$ cat config.mk
export PLATFORM = sky130hd
export DESIGN_NAME = pcp_protection
export DESIGN_NICKNAME = d
export VERILOG_FILES = /design/src/rtl/pcp_pkg.sv /design/src/rtl/pcp_protection.sv
export SDC_FILE = /design/constraint.sdc
export NUM_CORES = 2
export LEC_CHECK = 0
export ABC_AREA = 1
export BUFFER_PORTS_ARGS = -buffer_cell sky130_fd_sc_hd__buf_4
export CAP_MARGIN = 5
export CORE_ASPECT_RATIO = 0.7
export CORE_MARGIN = 1
export CORE_UTILIZATION = 45
export DETAILED_ROUTE_END_ITERATION = 16
export PLACE_DENSITY = 0.58
export SLEW_MARGIN = 5
export SYNTH_ARGS = -nofsm -noshare
export SYNTH_HDL_FRONTEND = slang
export SYNTH_SLANG_ARGS = --single-unit
$ cat constraint.sdc
create_clock -name clk -period 18.56 [get_ports clk]
set_input_delay 2.784 -clock clk [delete_from_list [all_inputs] [get_ports clk]]
set_output_delay 2.784 -clock clk [all_outputs]
set_load 0.02 [all_outputs]
$ cat src/rtl/pcp_pkg.sv
package pcp_pkg;
    // clock and time base
    localparam int CLK_PERIOD_NS = 50;
    localparam int MS_NS         = 1000000;
    localparam int MS_CYCLES     = MS_NS / CLK_PERIOD_NS;
    localparam int ZERO_INTENTIONAL_DELAY_BOUND_MS = 45;    // worst case with zero intentional delay
    localparam int SC_DELAY_MAX_MS = 60000;

    // register byte offsets
    localparam logic [7:0] OFF_CTRL   = 8'h00;
    localparam logic [7:0] OFF_SC     = 8'h04;
    localparam logic [7:0] OFF_RATING = 8'h08;
    localparam logic [7:0] OFF_IOL    = 8'h0c;
    localparam logic [7:0] OFF_JAM    = 8'h10;
    localparam logic [7:0] OFF_JAMINH = 8'h14;
    localparam logic [7:0] OFF_UC     = 8'h18;
    localparam logic [7:0] OFF_STATUS = 8'h1c;

    // selections
    localparam logic [1:0] SC_OFF = 2'h0;
    localparam logic [1:0] SC_TRIP = 2'h1;
    localparam logic [1:0] SC_AUX = 2'h2;
    localparam logic [1:0] SC_BOTH = 2'h3;
    localparam logic [2:0] JAM_OFF = 3'h0;
    localparam logic [2:0] JAM_TRIP = 3'h1;
    localparam logic [2:0] JAM_AUX = 3'h2;
    localparam logic [2:0] JAM_BOTH = 3'h3;
    localparam logic [2:0] JAM_ALARM = 3'h4;
    localparam logic [1:0] UC_OFF = 2'h0;
    localparam logic [1:0] UC_ALARM = 2'h1;
    localparam logic [1:0] UC_TRIP = 2'h2;
    localparam logic [1:0] UC_AUX = 2'h3;

    // cause of last trip codes
    localparam logic [1:0] CAUSE_NONE = 2'h0;
    localparam logic [1:0] CAUSE_SC   = 2'h1;
    localparam logic [1:0] CAUSE_JAM  = 2'h2;
    localparam logic [1:0] CAUSE_UC   = 2'h3;

    // pickup ranges and scaling
    localparam logic [3:0]  SC_MULT_MIN  = 4'h1;
    localparam logic [3:0]  SC_MULT_MAX  = 4'hb;
    localparam logic [6:0]  IOL_TENTH_MIN = 7'h05;
    localparam logic [6:0]  IOL_TENTH_MAX = 7'h6e;
    localparam logic [31:0] AVG_N      = 32'h3;
    localparam logic [31:0] TENTHS     = 32'ha;
    localparam logic [31:0] PERCENT    = 32'h64;
    localparam logic [31:0] UC_MIN_PCT = 32'h5;
    localparam logic [15:0] DLY_UNLIMITED = 16'hffff;

    // axi responses
    localparam logic [1:0] RESP_OKAY   = 2'h0;
    localparam logic [1:0] RESP_SLVERR = 2'h2;
endpackage

$ cat src/rtl/pcp_protection.sv
// Summary of operation
// - short circuit selects off, trip, aux, both
// - both selection energises trip and aux together
// - short circuit lights trip and aux indicators
// - short circuit armed in every state unless off
// - short circuit pickup one to eleven times CT
// - any phase at pickup for delay fires
// - short circuit delay zero or up to 60000ms; code stores any 16-bit value, 65535 never fires
// - zero delay output within 45 ms
// - overload alarm immediate above pickup while running
// - overload alarm during start after inhibit delay
// - jam fires when average above pickup for delay
// - jam trip records cause; alarm gives message
// - jam during start only after its inhibit
// - undercurrent alarm drives alarm and message
// - undercurrent trip energises trip, records cause
// - undercurrent aux energises aux, no message
// - undercurrent evaluated only at or above five percent load
// - undercurrent fires after pickup held for delay
`timescale 1ns/1ps
`default_nettype none
module pcp_protection #(
    parameter int MS_CYCLES = pcp_pkg::MS_CYCLES
) (
    // clock and reset
    input  wire logic        clk,
    input  wire logic        nrst,
    // axi4-lite write address and data
    input  wire logic [7:0]  s_axi_awaddr,
    input  wire logic        s_axi_awvalid,
    output var  logic        s_axi_awready,
    input  wire logic [31:0] s_axi_wdata,
    input  wire logic [3:0]  s_axi_wstrb,
    input  wire logic        s_axi_wvalid,
    output var  logic        s_axi_wready,
    // axi4-lite write response
    output var  logic [1:0]  s_axi_bresp,
    output var  logic        s_axi_bvalid,
    input  wire logic        s_axi_bready,
    // axi4-lite read
    input  wire logic [7:0]  s_axi_araddr,
    input  wire logic        s_axi_arvalid,
    output var  logic        s_axi_arready,
    output var  logic [31:0] s_axi_rdata,
    output var  logic [1:0]  s_axi_rresp,
    output var  logic        s_axi_rvalid,
    input  wire logic        s_axi_rready,
    // measured phase currents, amps, same clock domain
    input  wire logic [15:0] phaseA,
    input  wire logic [15:0] phaseB,
    input  wire logic [15:0] phaseC,
    // motor state
    input  wire logic        motorRunning,
    input  wire logic        motorStarting,
    // relay drivers and indicators
    output var  logic        tripRelay,
    output var  logic        auxRelay,
    output var  logic        alarmRelay,
    output var  logic        tripLed,
    output var  logic        auxLed,
    // display messages
    output var  logic        iolAlarmMsg,
    output var  logic        jamAlarmMsg,
    output var  logic        ucAlarmMsg,
    output var  logic [1:0]  lastTripCause
);
    localparam int NT = 5;
    localparam int PW = $clog2(MS_CYCLES);

    initial begin
        if (MS_CYCLES < 2 || MS_CYCLES > 65536) begin
            $error("MS_CYCLES out of range");
        end
    end

    // configuration registers
    logic [1:0]  scSel;
    logic [2:0]  jamSel;
    logic [1:0]  ucSel;
    logic        iolEnable;
    logic [3:0]  scMult;
    logic [15:0] scDelay;
    logic [15:0] ctPrimary;
    logic [15:0] full_load_current;
    logic [6:0]  iolPickup;
    logic [15:0] iolInhibit;
    logic [6:0]  jamPickup;
    logic [15:0] jamDelay;
    logic [15:0] jamInhibit;
    logic [6:0]  ucPickup;
    logic [15:0] ucDelay;

    // millisecond time base
    logic [PW-1:0] preCnt;
    logic          msTick;

    // timer array: 0 sc, 1 jam, 2 uc, 3 overload inhibit, 4 jam inhibit
    logic [15:0]   tmrCnt [NT];
    logic [15:0]   tmrDly [NT];
    logic [NT-1:0] tmrIn;
    logic [NT-1:0] tmrDone;

    // current comparisons, averages kept as sums to avoid a divider
    wire [31:0] phSum   = 32'(phaseA) + 32'(phaseB) + 32'(phaseC);
    wire [31:0] scLevel = 32'(scMult) * 32'(ctPrimary);
    wire [31:0] flcN    = pcp_pkg::AVG_N * 32'(full_load_current);
    wire scCond  = (32'(phaseA) >= scLevel) || (32'(phaseB) >= scLevel)
                   || (32'(phaseC) >= scLevel);
    wire iolCond = phSum * pcp_pkg::TENTHS > flcN * 32'(iolPickup);
    wire jamCond = phSum * pcp_pkg::TENTHS > flcN * 32'(jamPickup);
    wire ucFloor = phSum * pcp_pkg::PERCENT >= flcN * pcp_pkg::UC_MIN_PCT;
    wire ucCond  = ucFloor && (phSum * pcp_pkg::PERCENT < flcN * 32'(ucPickup));

    // qualified function conditions
    wire scArmed  = scSel != pcp_pkg::SC_OFF;
    wire jamArmed = jamSel != pcp_pkg::JAM_OFF;
    wire ucArmed  = ucSel != pcp_pkg::UC_OFF;
    wire jamQual  = jamArmed && jamCond
                    && (motorRunning || (motorStarting && tmrDone[4]));
    wire iolAct   = iolEnable && iolCond
                    && (motorRunning || (motorStarting && tmrDone[3]));
    wire ucQual   = ucArmed && ucCond && motorRunning;

    // timer inputs and delays
    assign tmrIn[0] = scArmed && scCond;
    assign tmrIn[1] = jamQual;
    assign tmrIn[2] = ucQual;
    assign tmrIn[3] = iolEnable && iolCond && motorStarting;
    assign tmrIn[4] = jamArmed && jamCond && motorStarting;
    assign tmrDly[0] = scDelay;
    assign tmrDly[1] = jamDelay;
    assign tmrDly[2] = ucDelay;
    assign tmrDly[3] = iolInhibit;
    assign tmrDly[4] = jamInhibit;

    // prescaler for the millisecond tick, free running
    always_ff @(posedge clk) begin
        if (!nrst) begin
            preCnt <= '0;
        end else if (preCnt == PW'(MS_CYCLES - 1)) begin
            preCnt <= '0;
        end else begin
            preCnt <= preCnt + PW'(1);
        end
    end
    assign msTick = preCnt == PW'(MS_CYCLES - 1);

    // delay timers; the free tick means up to one ms less delay than set
    genvar g;
    for (g = 0; g < NT; g++) begin : gTmr
        always_ff @(posedge clk) begin
            if (!nrst || !tmrIn[g]) begin
                tmrCnt[g] <= '0;
            end else if (msTick && tmrCnt[g] != pcp_pkg::DLY_UNLIMITED) begin
                tmrCnt[g] <= tmrCnt[g] + 16'h1;
            end
        end
        // unlimited never completes: the count saturates at it, so it is excluded here
        assign tmrDone[g] = tmrIn[g] && (tmrCnt[g] >= tmrDly[g])
                            && (tmrDly[g] != pcp_pkg::DLY_UNLIMITED);
    end

    // relay requests per function
    wire scFire   = tmrDone[0];
    wire jamFire  = tmrDone[1];
    wire ucFire   = tmrDone[2];
    wire scTrip   = scFire && (scSel == pcp_pkg::SC_TRIP
                    || scSel == pcp_pkg::SC_BOTH);
    wire scAux    = scFire && (scSel == pcp_pkg::SC_AUX
                    || scSel == pcp_pkg::SC_BOTH);
    wire jamTrip  = jamFire && (jamSel == pcp_pkg::JAM_TRIP
                    || jamSel == pcp_pkg::JAM_BOTH);
    wire jamAux   = jamFire && (jamSel == pcp_pkg::JAM_AUX
                    || jamSel == pcp_pkg::JAM_BOTH);
    wire jamIsTrip = jamTrip || jamAux;
    wire jamAlarm = jamFire && jamSel == pcp_pkg::JAM_ALARM;
    wire ucAlarm  = ucFire && ucSel == pcp_pkg::UC_ALARM;
    wire ucTrip   = ucFire && ucSel == pcp_pkg::UC_TRIP;
    wire ucAux    = ucFire && ucSel == pcp_pkg::UC_AUX;

    // cause of the newest trip, short circuit first if simultaneous
    wire [1:0] next_cause = scFire    ? pcp_pkg::CAUSE_SC :
                            jamIsTrip ? pcp_pkg::CAUSE_JAM :
                            ucTrip    ? pcp_pkg::CAUSE_UC : lastTripCause;

    // outputs follow the conditions; latching is done elsewhere
    always_ff @(posedge clk) begin
        if (!nrst) begin
            tripRelay     <= 1'b0;
            auxRelay      <= 1'b0;
            alarmRelay    <= 1'b0;
            tripLed       <= 1'b0;
            auxLed        <= 1'b0;
            iolAlarmMsg   <= 1'b0;
            jamAlarmMsg   <= 1'b0;
            ucAlarmMsg    <= 1'b0;
            lastTripCause <= pcp_pkg::CAUSE_NONE;
        end else begin
            tripRelay     <= scTrip || jamTrip || ucTrip;
            auxRelay      <= scAux || jamAux || ucAux;
            alarmRelay    <= iolAct || jamAlarm || ucAlarm;
            tripLed       <= scFire || jamTrip || ucTrip;
            auxLed        <= scFire || jamAux || ucAux;
            iolAlarmMsg   <= iolAct;
            jamAlarmMsg   <= jamAlarm;
            ucAlarmMsg    <= ucAlarm;
            lastTripCause <= next_cause;
        end
    end

    // clamp a pickup field into its permitted range
    function automatic logic [6:0] clampField(input logic [6:0] v,
                                              input logic [6:0] lo,
                                              input logic [6:0] hi);
        return (v < lo) ? lo : (v > hi) ? hi : v;
    endfunction

    // register images as software sees them
    wire [31:0] imgCtrl   = {24'h0, ucSel, jamSel, iolEnable, scSel};
    wire [31:0] imgSc     = {scDelay, 12'h0, scMult};
    wire [31:0] imgRating = {full_load_current, ctPrimary};
    wire [31:0] imgIol    = {iolInhibit, 9'h0, iolPickup};
    wire [31:0] imgJam    = {jamDelay, 9'h0, jamPickup};
    wire [31:0] imgJamInh = {16'h0, jamInhibit};
    wire [31:0] imgUc     = {ucDelay, 9'h0, ucPickup};
    wire [31:0] imgStatus = {20'h0, motorStarting, motorRunning, lastTripCause,
                             ucAlarmMsg, jamAlarmMsg, iolAlarmMsg, auxLed,
                             tripLed, alarmRelay, auxRelay, tripRelay};

    // write decode
    wire        wrGo  = s_axi_awvalid && s_axi_wvalid && !s_axi_awready && !s_axi_bvalid;
    wire        wrAct = s_axi_awready;
    logic [7:0] wrAddr;
    logic [31:0] wrData;
    logic [3:0] wrStrb;
    wire [7:0]  wAd   = {wrAddr[7:2], 2'h0};
    wire        wrHit = wAd <= pcp_pkg::OFF_UC;
    wire [31:0] wrOld = wAd == pcp_pkg::OFF_CTRL   ? imgCtrl :
                        wAd == pcp_pkg::OFF_SC     ? imgSc :
                        wAd == pcp_pkg::OFF_RATING ? imgRating :
                        wAd == pcp_pkg::OFF_IOL    ? imgIol :
                        wAd == pcp_pkg::OFF_JAM    ? imgJam :
                        wAd == pcp_pkg::OFF_JAMINH ? imgJamInh : imgUc;
    wire [31:0] wrNew;
    for (g = 0; g < 4; g++) begin : gLane
        assign wrNew[8*g +: 8] = wrStrb[g] ? wrData[8*g +: 8] : wrOld[8*g +: 8];
    end
    wire [6:0]  scM   = clampField({3'h0, wrNew[3:0]}, {3'h0, pcp_pkg::SC_MULT_MIN},
                                   {3'h0, pcp_pkg::SC_MULT_MAX});

    // write channel handshake; both channels taken in the same cycle
    always_ff @(posedge clk) begin
        if (!nrst) begin
            s_axi_awready <= 1'b0;
            s_axi_wready  <= 1'b0;
            s_axi_bvalid  <= 1'b0;
            s_axi_bresp   <= pcp_pkg::RESP_OKAY;
            wrAddr        <= '0;
            wrData        <= '0;
            wrStrb        <= '0;
        end else begin
            s_axi_awready <= wrGo;
            s_axi_wready  <= wrGo;
            if (wrGo) begin
                wrAddr <= s_axi_awaddr;
                wrData <= s_axi_wdata;
                wrStrb <= s_axi_wstrb;
            end
            if (wrAct) begin
                s_axi_bvalid <= 1'b1;
                s_axi_bresp  <= wrHit ? pcp_pkg::RESP_OKAY : pcp_pkg::RESP_SLVERR;
            end else if (s_axi_bready) begin
                s_axi_bvalid <= 1'b0;
            end
        end
    end

    // configuration storage; defaults leave every function off
    always_ff @(posedge clk) begin
        if (!nrst) begin
            scSel <= pcp_pkg::SC_OFF;
            jamSel <= pcp_pkg::JAM_OFF;
            ucSel <= pcp_pkg::UC_OFF;
            iolEnable <= 1'b0;
            scMult <= pcp_pkg::SC_MULT_MAX;
            scDelay <= '0;
            ctPrimary <= '0;
            full_load_current <= '0;
            iolPickup <= pcp_pkg::IOL_TENTH_MAX;
            iolInhibit <= pcp_pkg::DLY_UNLIMITED;
            jamPickup <= pcp_pkg::IOL_TENTH_MAX;
            jamDelay <= '0;
            jamInhibit <= pcp_pkg::DLY_UNLIMITED;
            ucPickup <= '0;
            ucDelay <= '0;
        end else if (wrAct && wrHit) begin
            case (wAd)
                pcp_pkg::OFF_CTRL: begin
                    scSel     <= wrNew[1:0];
                    iolEnable <= wrNew[2];
                    jamSel    <= (wrNew[5:3] > pcp_pkg::JAM_ALARM) ? pcp_pkg::JAM_OFF
                                 : wrNew[5:3];
                    ucSel     <= wrNew[7:6];
                end
                pcp_pkg::OFF_SC: begin
                    scMult  <= scM[3:0];
                    scDelay <= wrNew[31:16];
                end
                pcp_pkg::OFF_RATING: begin
                    ctPrimary         <= wrNew[15:0];
                    full_load_current <= wrNew[31:16];
                end
                pcp_pkg::OFF_IOL: begin
                    iolPickup  <= clampField(wrNew[6:0], pcp_pkg::IOL_TENTH_MIN,
                                             pcp_pkg::IOL_TENTH_MAX);
                    iolInhibit <= wrNew[31:16];
                end
                pcp_pkg::OFF_JAM: begin
                    jamPickup <= wrNew[6:0];
                    jamDelay  <= wrNew[31:16];
                end
                pcp_pkg::OFF_JAMINH: begin
                    jamInhibit <= wrNew[15:0];
                end
                default: begin
                    ucPickup <= wrNew[6:0];
                    ucDelay  <= wrNew[31:16];
                end
            endcase
        end
    end

    // read decode
    wire [7:0]  rAd   = {s_axi_araddr[7:2], 2'h0};
    wire        rdHit = rAd <= pcp_pkg::OFF_STATUS;
    wire [31:0] rdMux = rAd == pcp_pkg::OFF_CTRL   ? imgCtrl :
                        rAd == pcp_pkg::OFF_SC     ? imgSc :
                        rAd == pcp_pkg::OFF_RATING ? imgRating :
                        rAd == pcp_pkg::OFF_IOL    ? imgIol :
                        rAd == pcp_pkg::OFF_JAM    ? imgJam :
                        rAd == pcp_pkg::OFF_JAMINH ? imgJamInh :
                        rAd == pcp_pkg::OFF_UC     ? imgUc :
                        rAd == pcp_pkg::OFF_STATUS ? imgStatus : 32'h0;
    wire        rdGo  = s_axi_arvalid && !s_axi_arready && !s_axi_rvalid;

    // read channel; data captured when the address is taken
    always_ff @(posedge clk) begin
        if (!nrst) begin
            s_axi_arready <= 1'b0;
            s_axi_rvalid  <= 1'b0;
            s_axi_rdata   <= '0;
            s_axi_rresp   <= pcp_pkg::RESP_OKAY;
        end else begin
            s_axi_arready <= rdGo;
            if (rdGo) begin
                s_axi_rvalid <= 1'b1;
                s_axi_rdata  <= rdMux;
                s_axi_rresp  <= rdHit ? pcp_pkg::RESP_OKAY : pcp_pkg::RESP_SLVERR;
            end else if (s_axi_rready) begin
                s_axi_rvalid <= 1'b0;
            end
        end
    end
endmodule
`default_nettype wire

==> impl_metrics.yaml <==
worst_setup_path:
  cp_common_cell: "nand2_1"
  crit_path_end_kind: "register"
  crit_type: "reg -> reg"
  startpoint_type: "register"
  crit_start: "full_load_current[1]"
  required_ns: 18.69
  reg2reg_to: "tmrCnt[2][4]"
  crit_fanout: 16
  arrival_ns: 10.58
  rr_startpoint: "full_load_current[1]"
  r2r_slack_ns: 8.11
  cp_slowest_cell: "inv_1"
  reg2reg_depth: 35
  critPathCapture: "tmrCnt[2][4]"
  max_stage_delay_ns: 0.77
synth:
  synthAdderAreaFrac_pct: 31.5
  synth_top_area_share_pct: 16.5
  syn_inst: 5371
  seq_area_frac_synth_pct: 18.6
  syn_avg_cell_area_um2: 7.40
  yosys_warnings: 0
  async_flop_share_pct: 0
  synth_edf_count: 80
  synth_compound_area_share_pct: 15.7
  synth_top_family_by_area: "adder cells"
  yosysTopAreaCell: "ha_1"
  ys_top_cells_by_count: "941 x nand2_1, 925 x inv_1, 525 x ha_1"
  synthFlopType: "dfxtp_1"
  ys_seq_elements: 330
  synthMuxAreaShare_pct: 0
  synth_area_leaders: "ha_1 17%, fa_1 15%, dfxtp_1 13%"
  yosys.area_share.simple_pct: 19.3
  syn_area_mm2: 0.0398
  synth_xor_area_share_pct: 3.92
  yosysUniqueCellTypes: 72
  synth.most_common_cell: "nand2_1"
routing:
  drt-total-wl_um: 134000
  vias: 36800
  vias_per_cell: 5.58
  firstDrtPassIters: 6
  drt_iter0_drc: 3583
  post_drt_wl_per_cell_um: 20.3
  ant_nets: 0
  drcViolationCount: 0
power:
  leakagePower_nw: 21.6
  p_int_w: 0.00248
  p_sw_w: 0.00290
  peakVddDrop_mv: 0.261
  power_frac_comb_pct: 72.2
  pwr-share-clk_pct: 13.5
  switching_share_pct: 53.9
  p_per_area_mw_per_mm2: 125
  seq_power_share_pct: 14.3
sta:
  layout_setup_ws_ns: 8.11
  clock_skew_ns: 0.0250
  timing_hold_violations_final: 0
  final.setup.tns_ns: 0
  rsz0062_at_grt: "no"
  worst_pin_slew_ns: 1.26
  max_slew_margin_pct: 15.1
  drv_slew: 0
  setup_violations: 0
  clock.fmax_mhz: 95.7
  layout_min_cycle_time_ns: 10.45
  finalCritPeriodShare_pct: 56.3
cts:
  cts-htree-levels: 2
  clock_path_buffers: 3
  cts_tree: "done"
  postCtsSetupBuffers: 0
  cts_root_buffer: "clkbuf_16"
  clkSinkCount: 330
  clock_latency_ns: 0.55
  cts_resized: 0
  cts_buffers: 34
  clkSlewWorstSetupHoldPaths_ns: 0.07
  hold_buffers: 0
placement:
  finalWeightedCongestion: 0.982
  place_ws_ns: 7.82
  numPortBuffers: 153
  place_hpwl_um: 108000
  placed_cell_area_mm2: 0.0418
global_route:
  grt_max_degree: 71
  track_usage_pct: 29.8
  grt-ovfl-total: 0
  antenna_found_initial: 2
  grt_pass1_vias: 33600
  grt_pass1_wl_um: 205000
die:
  die_area_mm2: 0.0896
  row_count: 90
  die_w_um: 357
  dieHeight_um: 251
  initial_utilization_pct: 45.8
  coreArea_mm2: 0.0868
  io_pins: 160
worst_hold_path:
  min_path_type: "reg -> reg"
layout:
  drive_gt1_share_pct: 6.45
  design_area_mm2: 0.0430
  areaGrowthSynthToFinish_pct: 8.07
  finish.net_count: 6351
  final_util_pct: 49.5
run:
  cap_violations: 0
status:
  status: "finished, final reports clean"
[worst max-delay path: cells and delay by family (launching register included)]
kind,cells,cell delay [ns]
and+or+nand+nor,11,2.07
DFF,1,0.44
xor gates and xnor gates,1,0.56
buffers and inverters,5,1.44
AOI/OAI and AO/OA,11,2.13
adders and majority gates,7,3.36
[worst min path at each step]
stage | depth (start not counted) | end | startpoint
floorplan | 1 | preCnt[0] | preCnt[0]
global placement | 1 | preCnt[0] | preCnt[0]
detailed placement | 1 | preCnt[0] | preCnt[0]
CTS | 2 | wrData[11] | wrData[11]
global route | 1 | preCnt[0] | preCnt[0]
finish | 2 | wrData[13] | wrData[13]
[power groups by stage]
stage          sequential [W]  combinational (W)  clock, W
6_report             0.000769            0.00389  0.000725
5_1_grt              0.000771            0.00443  0.000761
4_1_cts              0.000769            0.00382  0.000730
3_5_place_dp         0.000785            0.00379         0
3_3_place_gp         0.000785            0.00373         0
2_1_floorplan        0.000781            0.00260         0
[metal layers]
layer / vias to the layer above / GRT usage (%) / part of all wire, %
met5: - / 0 / 0
met4: 0 / 5.58 / 2.0
met3: 158 / 6.56 / 10
met2: 1536 / 39.5 / 38
met1: 17500 / 47.9 / 49
li1: 17600 / - / -
[logic make-up after synthesis]
family	count (synthesis)
xor gates and xnor gates	178
and+or+nand+nor	1782
AOI/OAI and AO/OA	1134
adders and majority gates	823
other	1
DFF	330
buffers and inverters	1123
[sequential cells by signal, indices dropped and copies added, names as in the netlist, 2 cells and up]
signal             cells
ucDelay               16
jamInhibit            16
scDelay               16
ucSel                  2
s_axi_rdata           32
scSel                  2
jamSel                 3
ucPickup               7
wrAddr                 6
lastTripCause          2
wrData                32
jamPickup              7
ctPrimary             16
scMult                 4
preCnt                15
full_load_current     16
jamDelay              16
iolPickup              7
wrStrb                 4
iolInhibit            16
tmrCnt                80
[final cells by class]
cell class / instances / area, um^2
Tap cell: 1150 / 1440
Antenna cell: 3 / 7.51
Sequential cell: 330 / 7410
Fill cell: 8673 / 43800
Timing Repair Buffer: 183 / 1370
Clock buffer: 47 / 1020
Inverter: 951 / 3580
Multi-Input combinational cell: 3919 / 28000
Clock inverter: 13 / 111
[per-stage QoR]
| stage | hold slack [ns] | total power [W] | instances |
|---|---|---|---|
| after global routing | 0.480 | 0.00597 | 6593 |
| after detailed placement | 0.446 | 0.00458 | 6533 |
| after CTS | 0.457 | 0.00532 | 6593 |
| after global placement | 0.436 | 0.00452 | 6533 |
| final | 0.454 | 0.00538 | 6596 |
| after floorplan | 0.418 | 0.00338 | 5372 |
[placed cells by master, fill, tap and decap left out, drive strengths merged, types with 17 or more instances in the layout]
master  Yosys  final
o21bai     17     17
a21oi     516    516
nor4       20     20
clkbuf    118     47
fa        298    298
nor2      451    451
o21a       17     17
ha        525    525
dfxtp     250    250
o211ai     42     42
nand3     158    158
a21o       17     17
buf        54    183
o21ai     413    413
inv       942    948
nor3b      26     26
edfxtp     80     80
o22ai      32     32
nand2     964    964
or2        18     18
xor2      117    117
nand4      63     63
nor3       68     68
xnor2      61     61
Note: power is estimated with default switching activity, not from simulation.
